[src/rtl/serial_link_defs.svh]
// Character codes, reset values and timing counts for the serial link
`ifndef SERIAL_LINK_DEFS_SVH
`define SERIAL_LINK_DEFS_SVH

// Comma characters, changeable here without touching the logic
`define K_IDLE 8'hBC
`define K_PKT_START 8'hDC
`define K_PKT_END 8'hFD
`define K_TX_BEGIN 8'h1C
`define K_RETX_REQ 8'h7C
`define K_FIXED_LAT 8'hFB
`define K_LINK_RESET 8'hFE
`define K_SPARE_0 8'h3C
`define K_SPARE_1 8'h5C
`define K_SPARE_2 8'h9C
`define K_SPARE_3 8'hFC
`define K_SPARE_4 8'hF7

// Data characters of the two idle variants, and the filler after reset
`define D_IDLE_A 8'hC5
`define D_IDLE_B 8'h50
`define D_NONE 8'h00

// Clock rate and printed times
`define CLK_MHZ 25
`define WORD_NS 5
`define RX_RESET_MS 4
`define LOCK_TYP_MS 1
`define STABLE_MS 500

// Derived cycle counts (ms times 1000 us times cycles per us)
`define RX_RESET_CYC (`RX_RESET_MS * 1000 * `CLK_MHZ)
`define STABLE_CYC (`STABLE_MS * 1000 * `CLK_MHZ)
`define RX_RST_PULSE_CYC 24'h000008
`define LINK_TO_CYC 5'h10

// Field widths
`define ALIGN_POS_W 5
`define TIMER_W 24

`endif

[src/rtl/serial_link_pkg.sv]
// Types shared by the serial link start-up and control-word logic
package serial_link_pkg;

  // Start-up sequence states
  typedef enum logic [2:0] {
    ST_RX_RST = 3'h0,
    ST_WAIT_LOCK = 3'h1,
    ST_PEER = 3'h2,
    ST_STABLE = 3'h3,
    ST_ACTIVE = 3'h4
  } link_state_t;

  // Kinds of control word a user may send
  typedef enum logic [2:0] {
    CW_PKT_START = 3'h0,
    CW_PKT_END = 3'h1,
    CW_TX_BEGIN = 3'h2,
    CW_RETX_REQ = 3'h3,
    CW_FIXED_LAT = 3'h4,
    CW_LINK_RESET = 3'h5
  } ctl_kind_t;

  // One character on the line, comma flag plus code
  typedef struct packed {
    logic is_k;
    logic [7:0] chr;
  } char_t;

  // Control-word send request
  typedef struct packed {
    logic valid;
    ctl_kind_t kind;
    logic [7:0] data;
  } ctl_req_t;

  // Received control word
  typedef struct packed {
    logic valid;
    logic [7:0] kchr;
    logic [7:0] data;
  } rx_ctl_t;

endpackage : serial_link_pkg

[src/rtl/serial_link_startup.sv]
// Serial link start-up handshake and control-word framing for one link end
`timescale 1ns/100ps
`include "serial_link_defs.svh"

module serial_link_startup #(
  parameter bit IS_MASTER = 1'b0,
  parameter bit TOWARD_FE = 1'b1,
  parameter bit HANDSHAKE_EN = 1'b1,
  parameter int unsigned RX_RESET_CYC = `RX_RESET_CYC,
  parameter int unsigned STABLE_CYC = `STABLE_CYC
) (
  // Reference clock and reset
  input wire logic ref_clk,
  input wire logic rst,
  // Transceiver status, asynchronous
  input wire logic link_clk,
  input wire logic cdr_lock,
  input wire logic word_aligned,
  input wire logic [`ALIGN_POS_W-1:0] align_pos,
  // Character streams
  input wire serial_link_pkg::char_t rx_word,
  output serial_link_pkg::char_t tx_word,
  // User control words
  input wire serial_link_pkg::ctl_req_t ctl_req,
  output logic ctl_ready,
  output serial_link_pkg::rx_ctl_t rx_ctl,
  // Transceiver control and link status
  output logic tx_enable,
  output logic rx_reset,
  output logic logic_reset,
  output logic link_active
);

  typedef struct packed {
    serial_link_pkg::link_state_t fsm;
    logic [`TIMER_W-1:0] timer;
    logic [1:0] cdr_s;
    logic [1:0] aln_s;
    logic [`ALIGN_POS_W-1:0] pos_s0;
    logic [`ALIGN_POS_W-1:0] pos_s1;
    logic [1:0] lck_s;
    logic lck_prev;
    logic [4:0] clk_wd;
    logic tx_en;
    logic rx_rst;
    logic logic_rst;
    logic active;
    logic idle_b;
    logic ph;
    logic [7:0] pend;
    serial_link_pkg::char_t tx;
    logic ready;
    logic have_k;
    logic [7:0] rx_k;
    logic peer_b;
    serial_link_pkg::rx_ctl_t rx;
  } state_t;

  localparam state_t RESET_STATE = '{
    fsm: serial_link_pkg::ST_RX_RST,
    timer: `RX_RST_PULSE_CYC,
    tx_en: IS_MASTER,
    rx_rst: 1'b1,
    logic_rst: 1'b1,
    tx: '{is_k: 1'b0, chr: `D_NONE},
    default: '0
  };

  state_t s_reg;
  state_t s_next;
  logic clk_edge;
  logic clk_ok;
  logic rx_stable;
  logic align_ok;
  logic [7:0] req_k;

  // Spare commas carry no meaning
  function automatic logic is_spare(input logic [7:0] k);
    return k == `K_SPARE_0 || k == `K_SPARE_1 || k == `K_SPARE_2 ||
           k == `K_SPARE_3 || k == `K_SPARE_4;
  endfunction : is_spare

  // Next-state logic for the whole end
  always_comb begin
    s_next = s_reg;
    // Two-stage synchronisers for status pins and the link clock
    s_next.cdr_s = {s_reg.cdr_s[0], cdr_lock};
    s_next.aln_s = {s_reg.aln_s[0], word_aligned};
    s_next.pos_s0 = align_pos;
    s_next.pos_s1 = s_reg.pos_s0;
    s_next.lck_s = {s_reg.lck_s[0], link_clk};
    s_next.lck_prev = s_reg.lck_s[1];
    clk_edge = s_reg.lck_s[1] ^ s_reg.lck_prev;
    // Watchdog saturates so a stopped clock stays flagged
    if (clk_edge) begin
      s_next.clk_wd = '0;
    end else if (s_reg.clk_wd != 5'h1F) begin
      s_next.clk_wd = s_reg.clk_wd + 5'h01;
    end
    clk_ok = s_reg.clk_wd < `LINK_TO_CYC;
    rx_stable = s_reg.cdr_s[1] && clk_ok;
    // read-out side needs no bit position
    align_ok = s_reg.aln_s[1] &&
               (!TOWARD_FE || s_reg.pos_s1 == '0);
    s_next.logic_rst = !rx_stable;
    if (s_reg.timer != '0) begin
      s_next.timer = s_reg.timer - 24'h000001;
    end
    s_next.rx_rst = 1'b0;

    case (s_reg.fsm)
      serial_link_pkg::ST_RX_RST: begin
        s_next.rx_rst = 1'b1;
        if (s_reg.timer == '0) begin
          s_next.rx_rst = 1'b0;
          s_next.fsm = serial_link_pkg::ST_WAIT_LOCK;
          s_next.timer = RX_RESET_CYC[`TIMER_W-1:0];
        end
      end
      serial_link_pkg::ST_WAIT_LOCK: begin
        if (align_ok) begin
          s_next.fsm = serial_link_pkg::ST_PEER;
          if (!IS_MASTER) begin
            s_next.tx_en = 1'b1;
            s_next.idle_b = 1'b1;
          end
        end else if (s_reg.timer == '0) begin
          s_next.fsm = serial_link_pkg::ST_RX_RST;
          s_next.timer = `RX_RST_PULSE_CYC;
          s_next.rx_rst = 1'b1;
        end
      end
      serial_link_pkg::ST_PEER: begin
        if (!HANDSHAKE_EN || s_reg.peer_b) begin
          if (IS_MASTER) begin
            s_next.fsm = serial_link_pkg::ST_STABLE;
            s_next.timer = STABLE_CYC[`TIMER_W-1:0];
          end else begin
            s_next.fsm = serial_link_pkg::ST_ACTIVE;
          end
        end
      end
      serial_link_pkg::ST_STABLE: begin
        if (!align_ok) begin
          s_next.fsm = serial_link_pkg::ST_WAIT_LOCK;
          s_next.timer = RX_RESET_CYC[`TIMER_W-1:0];
        end else if (s_reg.timer == '0) begin
          s_next.fsm = serial_link_pkg::ST_ACTIVE;
          s_next.idle_b = 1'b1;
        end
      end
      serial_link_pkg::ST_ACTIVE: begin
        s_next.fsm = serial_link_pkg::ST_ACTIVE;
      end
      default: begin
        s_next.fsm = serial_link_pkg::ST_RX_RST;
      end
    endcase

    if (!rx_stable) begin
      s_next.fsm = serial_link_pkg::ST_RX_RST;
      s_next.timer = `RX_RST_PULSE_CYC;
      s_next.idle_b = 1'b0;
      s_next.tx_en = IS_MASTER;
    end
    s_next.active = s_next.fsm == serial_link_pkg::ST_ACTIVE;

    // Receive pairing; ignored while logic is in reset
    s_next.rx.valid = 1'b0;
    if (s_reg.logic_rst) begin
      s_next.have_k = 1'b0;
      s_next.peer_b = 1'b0;
    end else if (rx_word.is_k) begin
      s_next.rx_k = rx_word.chr;
      s_next.have_k = 1'b1;
    end else if (s_reg.have_k) begin
      s_next.have_k = 1'b0;
      if (s_reg.rx_k == `K_IDLE) begin
        if (rx_word.chr == `D_IDLE_B) begin
          s_next.peer_b = 1'b1;
        end else if (rx_word.chr == `D_IDLE_A) begin
          s_next.peer_b = 1'b0;
        end
      end else if (!is_spare(s_reg.rx_k)) begin
        s_next.rx.valid = 1'b1;
        s_next.rx.kchr = s_reg.rx_k;
        s_next.rx.data = rx_word.chr;
      end
    end

    case (ctl_req.kind)
      serial_link_pkg::CW_PKT_START: req_k = `K_PKT_START;
      serial_link_pkg::CW_PKT_END: req_k = `K_PKT_END;
      serial_link_pkg::CW_TX_BEGIN: req_k = `K_TX_BEGIN;
      serial_link_pkg::CW_RETX_REQ: req_k = `K_RETX_REQ;
      serial_link_pkg::CW_FIXED_LAT: req_k = `K_FIXED_LAT;
      default: req_k = `K_LINK_RESET;
    endcase

    // comma then data, alternating every cycle
    s_next.ph = ~s_reg.ph;
    if (!s_reg.ph) begin
      if (ctl_req.valid && s_reg.ready) begin
        s_next.tx = '{is_k: 1'b1, chr: req_k};
        s_next.pend = ctl_req.data;
      end else begin
        s_next.tx = '{is_k: 1'b1, chr: `K_IDLE};
        s_next.pend = s_reg.idle_b ? `D_IDLE_B : `D_IDLE_A;
      end
    end else begin
      s_next.tx = '{is_k: 1'b0, chr: s_reg.pend};
    end
    // Ready only in the cycle before a comma slot, so a taken word never
    // splits across slots
    s_next.ready = s_reg.ph && s_next.active;
  end

  // State register
  always_ff @(posedge ref_clk) begin
    if (rst) begin
      s_reg <= RESET_STATE;
    end else begin
      s_reg <= s_next;
    end
  end

  // Outputs straight from the state register
  assign tx_word = s_reg.tx;
  assign ctl_ready = s_reg.ready;
  assign rx_ctl = s_reg.rx;
  assign tx_enable = s_reg.tx_en;
  assign rx_reset = s_reg.rx_rst;
  assign logic_reset = s_reg.logic_rst;
  assign link_active = s_reg.active;
endmodule : serial_link_startup

[config.mk]
export PLATFORM = sky130hd
export DESIGN_NAME = serial_link_startup
export DESIGN_NICKNAME = d
export VERILOG_FILES = /design/src/rtl/serial_link_pkg.sv /design/src/rtl/serial_link_startup.sv
export VERILOG_INCLUDE_DIRS = /design/src /design/src/rtl
export SDC_FILE = /design/constraint.sdc
export NUM_CORES = 1
export LEC_CHECK = 0
export BUFFER_PORTS_ARGS = -buffer_cell sky130_fd_sc_hd__buf_2
export CORE_MARGIN = 2
export CORE_UTILIZATION = 55
export DETAILED_ROUTE_END_ITERATION = 7
export PLACE_DENSITY = 0.88
export REMOVE_ABC_BUFFERS = 1
export SLEW_MARGIN = 5
export SYNTH_ARGS = -nofsm -noshare
export SYNTH_HDL_FRONTEND = slang
export SYNTH_SLANG_ARGS = --single-unit
export TNS_END_PERCENT = 100
[constraint.sdc]
create_clock -name ref_clk -period 4.18 [get_ports ref_clk]
set_input_delay 0 -clock ref_clk [delete_from_list [all_inputs] [get_ports ref_clk]]
set_output_delay 0 -clock ref_clk [all_outputs]
set_load 0.005 [all_outputs]
# Word-level counts from Yosys, hierarchy flattened
# Index checks and enable logic that the tools add are counted.
dict set report classes {
  addsub 2
  order_cmp 1
  eq_ne 21
  muxes 28
  bitwise 8
  n_reduce_logical 26
}
# op count
set ops {}
lappend ops {{27-bit two-way mux} 3}
lappend ops {{24-bit two-way mux} 3}
lappend ops {{24-bit case mux with 3 select lines} 1}
lappend ops {{8-bit == test, second input constant} 5}
lappend ops {{8-bit case mux with 5 select lines} 1}
lappend ops {{17-bit two-way mux} 2}
lappend ops {{24-bit logical NOT} 1}
lappend ops {{24-bit nonzero test} 1}
lappend ops {{24-bit by 1-bit subtractor with 24-bit output, second input constant} 1}
lappend ops {{8-bit by 7-bit == test with 1-bit output, second input constant} 2}
lappend ops {{8-bit two-way mux} 2}
lappend ops {{3-bit case mux with 5 select lines} 1}
lappend ops {{3-bit by 2-bit == test with 1-bit output, second input constant} 4}
lappend ops {{3-bit two-way mux} 4}
lappend ops {{3-bit == test, second input constant} 3}
lappend ops {{1-bit two-way mux} 9}
lappend ops {{8-bit by 6-bit == test with 1-bit output, second input constant} 1}
lappend ops {{4-bit AND reduction} 2}
lappend ops {{2-bit OR reduction} 4}
lappend ops {{1-bit NOT} 7}
lappend ops {{3-bit by 1-bit == test with 1-bit output, second input constant} 2}
lappend ops {{3-bit logical NOT} 2}
lappend ops {{2-bit != test, second input constant} 3}
lappend ops {{5-bit by 1-bit adder with 5-bit output, second input constant} 1}
lappend ops {{other kinds (12)} 21}
dict set report totals {
  reg_bits 100
  input_bits 31
  out_inout_bits 31
  word_cells 111
}

# Depth between registers and ports, before layout
dict set report logic_depth {
  depth_word 8
  ltp_mapped 12
  depth_no_buf 10
}

# Least setup slack after synthesis
# OpenSTA, ideal clock, no wires.
dict set report synth_timing {
  kind {reg-to-reg}
  startpoint {reg s_reg[73] (netlist bit)}
  endpoint {reg s_reg[73] (netlist bit)}
  setup_time_ps 129
  arrival_time_ps 2363
  required_ps 4051
  path_slack_ps 1688
  path_stages_with_launch 13
  path_buffers 2
  synth_period_minus_slack_ps 2492
  path_cell_list {dfxtp_1 inv_1 ha_1 or4b_1 or3b_1 buf_6 nor3_2 inv_1 clkbuf_1 ha_1 a21oi_1 a31oi_1 nor2_1}
}
dict set report synth_between {
  elab_chain_cells 5
  word_cells_on_any_way 9
  classes_between {add/sub: 1; mux: 6; reduce/logical: 2}
}
# element line_no
set synth_lines {}
lappend synth_lines {{start: declaration} serial_link_startup.sv:69} ;# state_t s_reg;
lappend synth_lines {{start signal: assignment} serial_link_startup.sv:223} ;# s_reg <= s_next;
lappend synth_lines {{24-bit by 1-bit subtractor with 24-bit output / 24-bit nonzero test (equally long branches)} {serial_link_startup.sv:107, serial_link_startup.sv:106}}
lappend synth_lines {{24-bit two-way mux} serial_link_startup.sv:106} ;# if (s_reg.timer != '0) begin
lappend synth_lines {{27-bit two-way mux} serial_link_startup.sv:127} ;# end else if (s_reg.timer == '0) begin
lappend synth_lines {{24-bit two-way mux} serial_link_startup.sv:121} ;# if (align_ok) begin
lappend synth_lines {{24-bit case mux with 3 select lines (*)} serial_link_startup.sv:111} ;# case (s_reg.fsm)
# Mark *: on every way between the ends. The rest lies on a longest branch, timed or not.
# A chain may end at the register's enable or synchronous reset.

# Final worst setup path
dict set report layout_timing {
  startpoint {reg s_reg[77] (netlist bit)}
  endpoint {reg s_reg[73] (netlist bit)}
}
dict set report layout_between {
  elab_chain_cells 5
  word_cells_on_any_way 8
  classes_between {mux: 6; reduce/logical: 2}
}
# element line_no
set layout_lines {}
lappend layout_lines {{24-bit nonzero test} serial_link_startup.sv:106}
lappend layout_lines {{24-bit two-way mux} serial_link_startup.sv:106}
lappend layout_lines {{27-bit two-way mux} serial_link_startup.sv:127}
lappend layout_lines {{24-bit two-way mux} serial_link_startup.sv:121}
lappend layout_lines {{24-bit case mux with 3 select lines (*)} serial_link_startup.sv:111}
# Marked as above.

==> summary.md <==
| Metric | Value |
|---|---|
| Slew @ Worst Pin | 1.18 ns |
| Final core occ | a little under two thirds |
| Final Setup Violations | 0 |
| Pre-CTS setup slack | 1.40 ns |
| Crit-path cells | or4_1 -> or3_1 -> nor3_2 -> buf_4 -> inv_1 -> ha_1 -> a21oi_1 -> a31oi_1 -> nor2_1 |
| Largest register FFs | 60 |
| Port bufs | a little over 60 |
| GR Util met3 | approximately 5.0% |
| Yosys warns | 0 |
| Slew Limit Headroom | 20.6% |
| Routed WL per cell | 15.2 um |
| Slowest CP cell | or4_1 |
| GRT Overall Usage | a little under a quarter |
| Starting Density | between 50% and 60% |
| Largest net degree at the start of global routing | 63 |
| I/O pins | 62 |
| Routed Antenna Nets | 0 |
| First-pass GRT wire length | about 15000 um |
| Placed insts | 580 |
| CP top delay family | simple AND/OR/NAND/NOR gates |
| Fin nets | 550 |
| DP HPWL | approximately 6000 um |
| Resize count post-CTS | 0 |
| Peak supply drop | roughly 210 uV |
| DIE WIDTH | 91.8 um |
| Layout area overhead | 14.7% |
| Mapped Avg Cell Area | about 9.2 sq um |
| Vias | around 3600 |
| GR peak layer | met2 |
| Leakage | ~1.9 nW |
| Min-Delay Path Class | in -> reg |
| Ant diodes | 0 |
| Crit. End Element | register |
| Total power | roughly 1.7 mW |
| Worst path max stage delay | just over 0.6 ns |
| Clock-pin transition on the worst setup and hold timing paths | around 0.1 ns |
| Die extent in y | between 90 and 100 um |
| Setup WS post-layout | around 1.3 ns |
| RSZ-0062 raised after global routing | no |
| Power Density | 355 nW/um^2 |
| DRC Markers | 0 |
| Yosys reg bits | 100 |
| Cell taking the most area after synthesis | dfxtp_1 |
| Asr flop ratio synth | 0% |
| Most common cell in the netlist | dfxtp_1 |
| Ranking of synthesized cells by area | dfxtp_1 (47%), a21oi_1 (4.6%), buf_4 (4.6%) |
| Num CTS Buffers | 9 |
| Fill cells | roughly 610 |
| Required time of the worst setup path | 4.42 ns |
| Most frequent cells after synthesis | dfxtp_1 (100), nor2_1 (46), a21oi_1 (39), nand2_1 (32), buf_4 (26) |
| Routing usage on met1 | around 25% |
| Core area | ~7600 sq um |
| Post-synth top area share | a little under half |
| Primary FF master, synth | dfxtp_1 |
| Max-slew violation count | 0 |
| Via/cell ratio | between 5 and 6 |
| Crit path buffers/inverters | 2 |
| Final period utilization | ~68% |
| Number of detailed-route iterations in the first pass | 5 |
| DRT iter0 DRCs | 347 |
| H-tree Lvls | 3 |
| GPL Wtd Cong | between 0.8 and 0.9 |
| Vias in the first global route | 3454 |
| CP Class | reg -> reg |
| Layout cells sized above 1 | ~17% |
| Die footprint | 8440 sq um |
| Clock net sink count | 100 |
| Netlist cell types | 55 |
| Worst-skew pair later-pin latency | roughly 0.36 ns |
| M2 GR Usage | 41.5% |
| Seq/Total Area, Yosys | a little under half |
| Max Cap Violations | 0 |
| EDFF count, synth | 0 |
| TNS Setup | 0 ns |
| Status | finished, final reports clean |
| Antenna violations before repair | 0 |
| CP Launch Type | register |
| Max FO, Critical Path | 13 |
| Count of final hold-check violations | 0 |
| Netlist Area Pre-Place | ~4200 sq um |
| Final wirelength | ~9500 um |
| FP Rows | 32 |
| Final Non-Filler Cells | 621 |
| CTS Buffer Depth | 2 |
| Root Buffer | clkbuf_8 |
| Clk_skew | about 0.014 ns |
| CTS tree | built |
| Synth Instances | 463 |
| Tmin final | 2.83 ns |
| Worst path arrival time | about 3 ns |
| Grt ovf | 0 |
| Fmax | 353 MHz |
-- layout make-up --
| class | instances | area [sq um] | area share, % |
|---|---|---|---|
| Inverter | 10 | 37.5 | 0.771 |
| Multi-Input combinational cell | 303 | 1910 | 39.3 |
| Clock inverter | 5 | 60.1 | 1.23 |
| Timing Repair Buffer | 90 | 586 | 12.0 |
| Tap cell | 102 | 128 | 2.62 |
| Sequential cell | 100 | 2000 | 41.1 |
| Clock buffer | 11 | 141 | 2.90 |
-- cells by family after synthesis --
kind of cell    count (synthesis)  share of synthesized area [%]
xor+xnor                       10                           2.06
fa+ha+maj                       5                           1.47
buf+inv                        60                           8.02
compound gates                 98                           15.2
flops                         100                           47.2
mux                            18                           4.25
simple gates                  172                           21.8
-- worst reg2reg max path, stage by stage, from the launching register on --
cell and delay [ns]:
dfxtp_1 0.36, or4_1 0.61, or3_1 0.56, nor3_2 0.25, buf_4 0.20, inv_1 0.18
ha_1 0.33, a21oi_1 0.04, a31oi_1 0.14, nor2_1 0.05
-- report_power, final --
| part | switching, mW | total, mW | internal, mW |
|---|---|---|---|
| Combinational | 0.0585 | 0.116 | 0.0572 |
| Sequential | 0.0141 | 0.989 | 0.975 |
| Clock | 0.329 | 0.625 | 0.296 |
| Total | 0.402 | 1.73 | 1.33 |
-- per-layer routing --
metal | routed length [um] | share of wire [%]
met1 | 3660 | 39
met2 | 4940 | 52
met3 | 592 | 6.3
met4 | 264 | 2.8
met5 | 0 | 0
-- cell usage in the layout, fill, tap and decap left out, types with 3 or more instances in the layout --
cell type | netlist | routed
mux2i_1 | 18 | 18
dlygate4sd3_1 | 0 | 25
nand4_1 | 3 | 3
xnor2_1 | 6 | 6
buf_2 | 2 | 61
nor4_1 | 4 | 4
nor3b_1 | 3 | 3
clkbuf_8 | 0 | 10
nor3_1 | 8 | 8
nor2b_1 | 24 | 24
xor2_1 | 4 | 4
dfxtp_1 | 100 | 100
o21a_1 | 5 | 5
nand2b_1 | 6 | 6
a211oi_1 | 8 | 8
ha_1 | 5 | 5
inv_1 | 10 | 10
a221oi_1 | 4 | 4
nand2_1 | 32 | 32
o41ai_1 | 3 | 3
a21oi_1 | 39 | 39
o21ai_0 | 9 | 9
o211ai_1 | 6 | 6
or4_1 | 10 | 10
a31oi_1 | 4 | 4
o31ai_1 | 6 | 6
buf_4 | 26 | 4
nor2_1 | 46 | 46
or3_1 | 14 | 14
-- stage by stage --
step	hold WS, ns	cell area (sq um)
floorplan	0.0667	3940
global placement	0.212	4420
detailed placement	0.217	4420
CTS	0.00499	4870
global route	0.0740	4870
finish	0.00168	4870
-- final timing paths --
check | from | end | slack [ns] | depth (start not counted)
worst min-delay path | ctl_req[8] | tx_word[2] | 0.002 | 3
worst max-delay path | s_reg[77] | s_reg[73] | 1.35 | 9
worst min register to register | s_next[62] | s_reg[62] | 0.44 | 1
worst max register to register | s_reg[77] | s_reg[73] | 1.35 | 9
-- what timing repair did --
action                                 CTS  global route
hold buffers                            25             0
endpoints found under the hold margin   36             0
buffers inserted                         0             0
No activity file was read; power rests on OpenSTA's default activity.
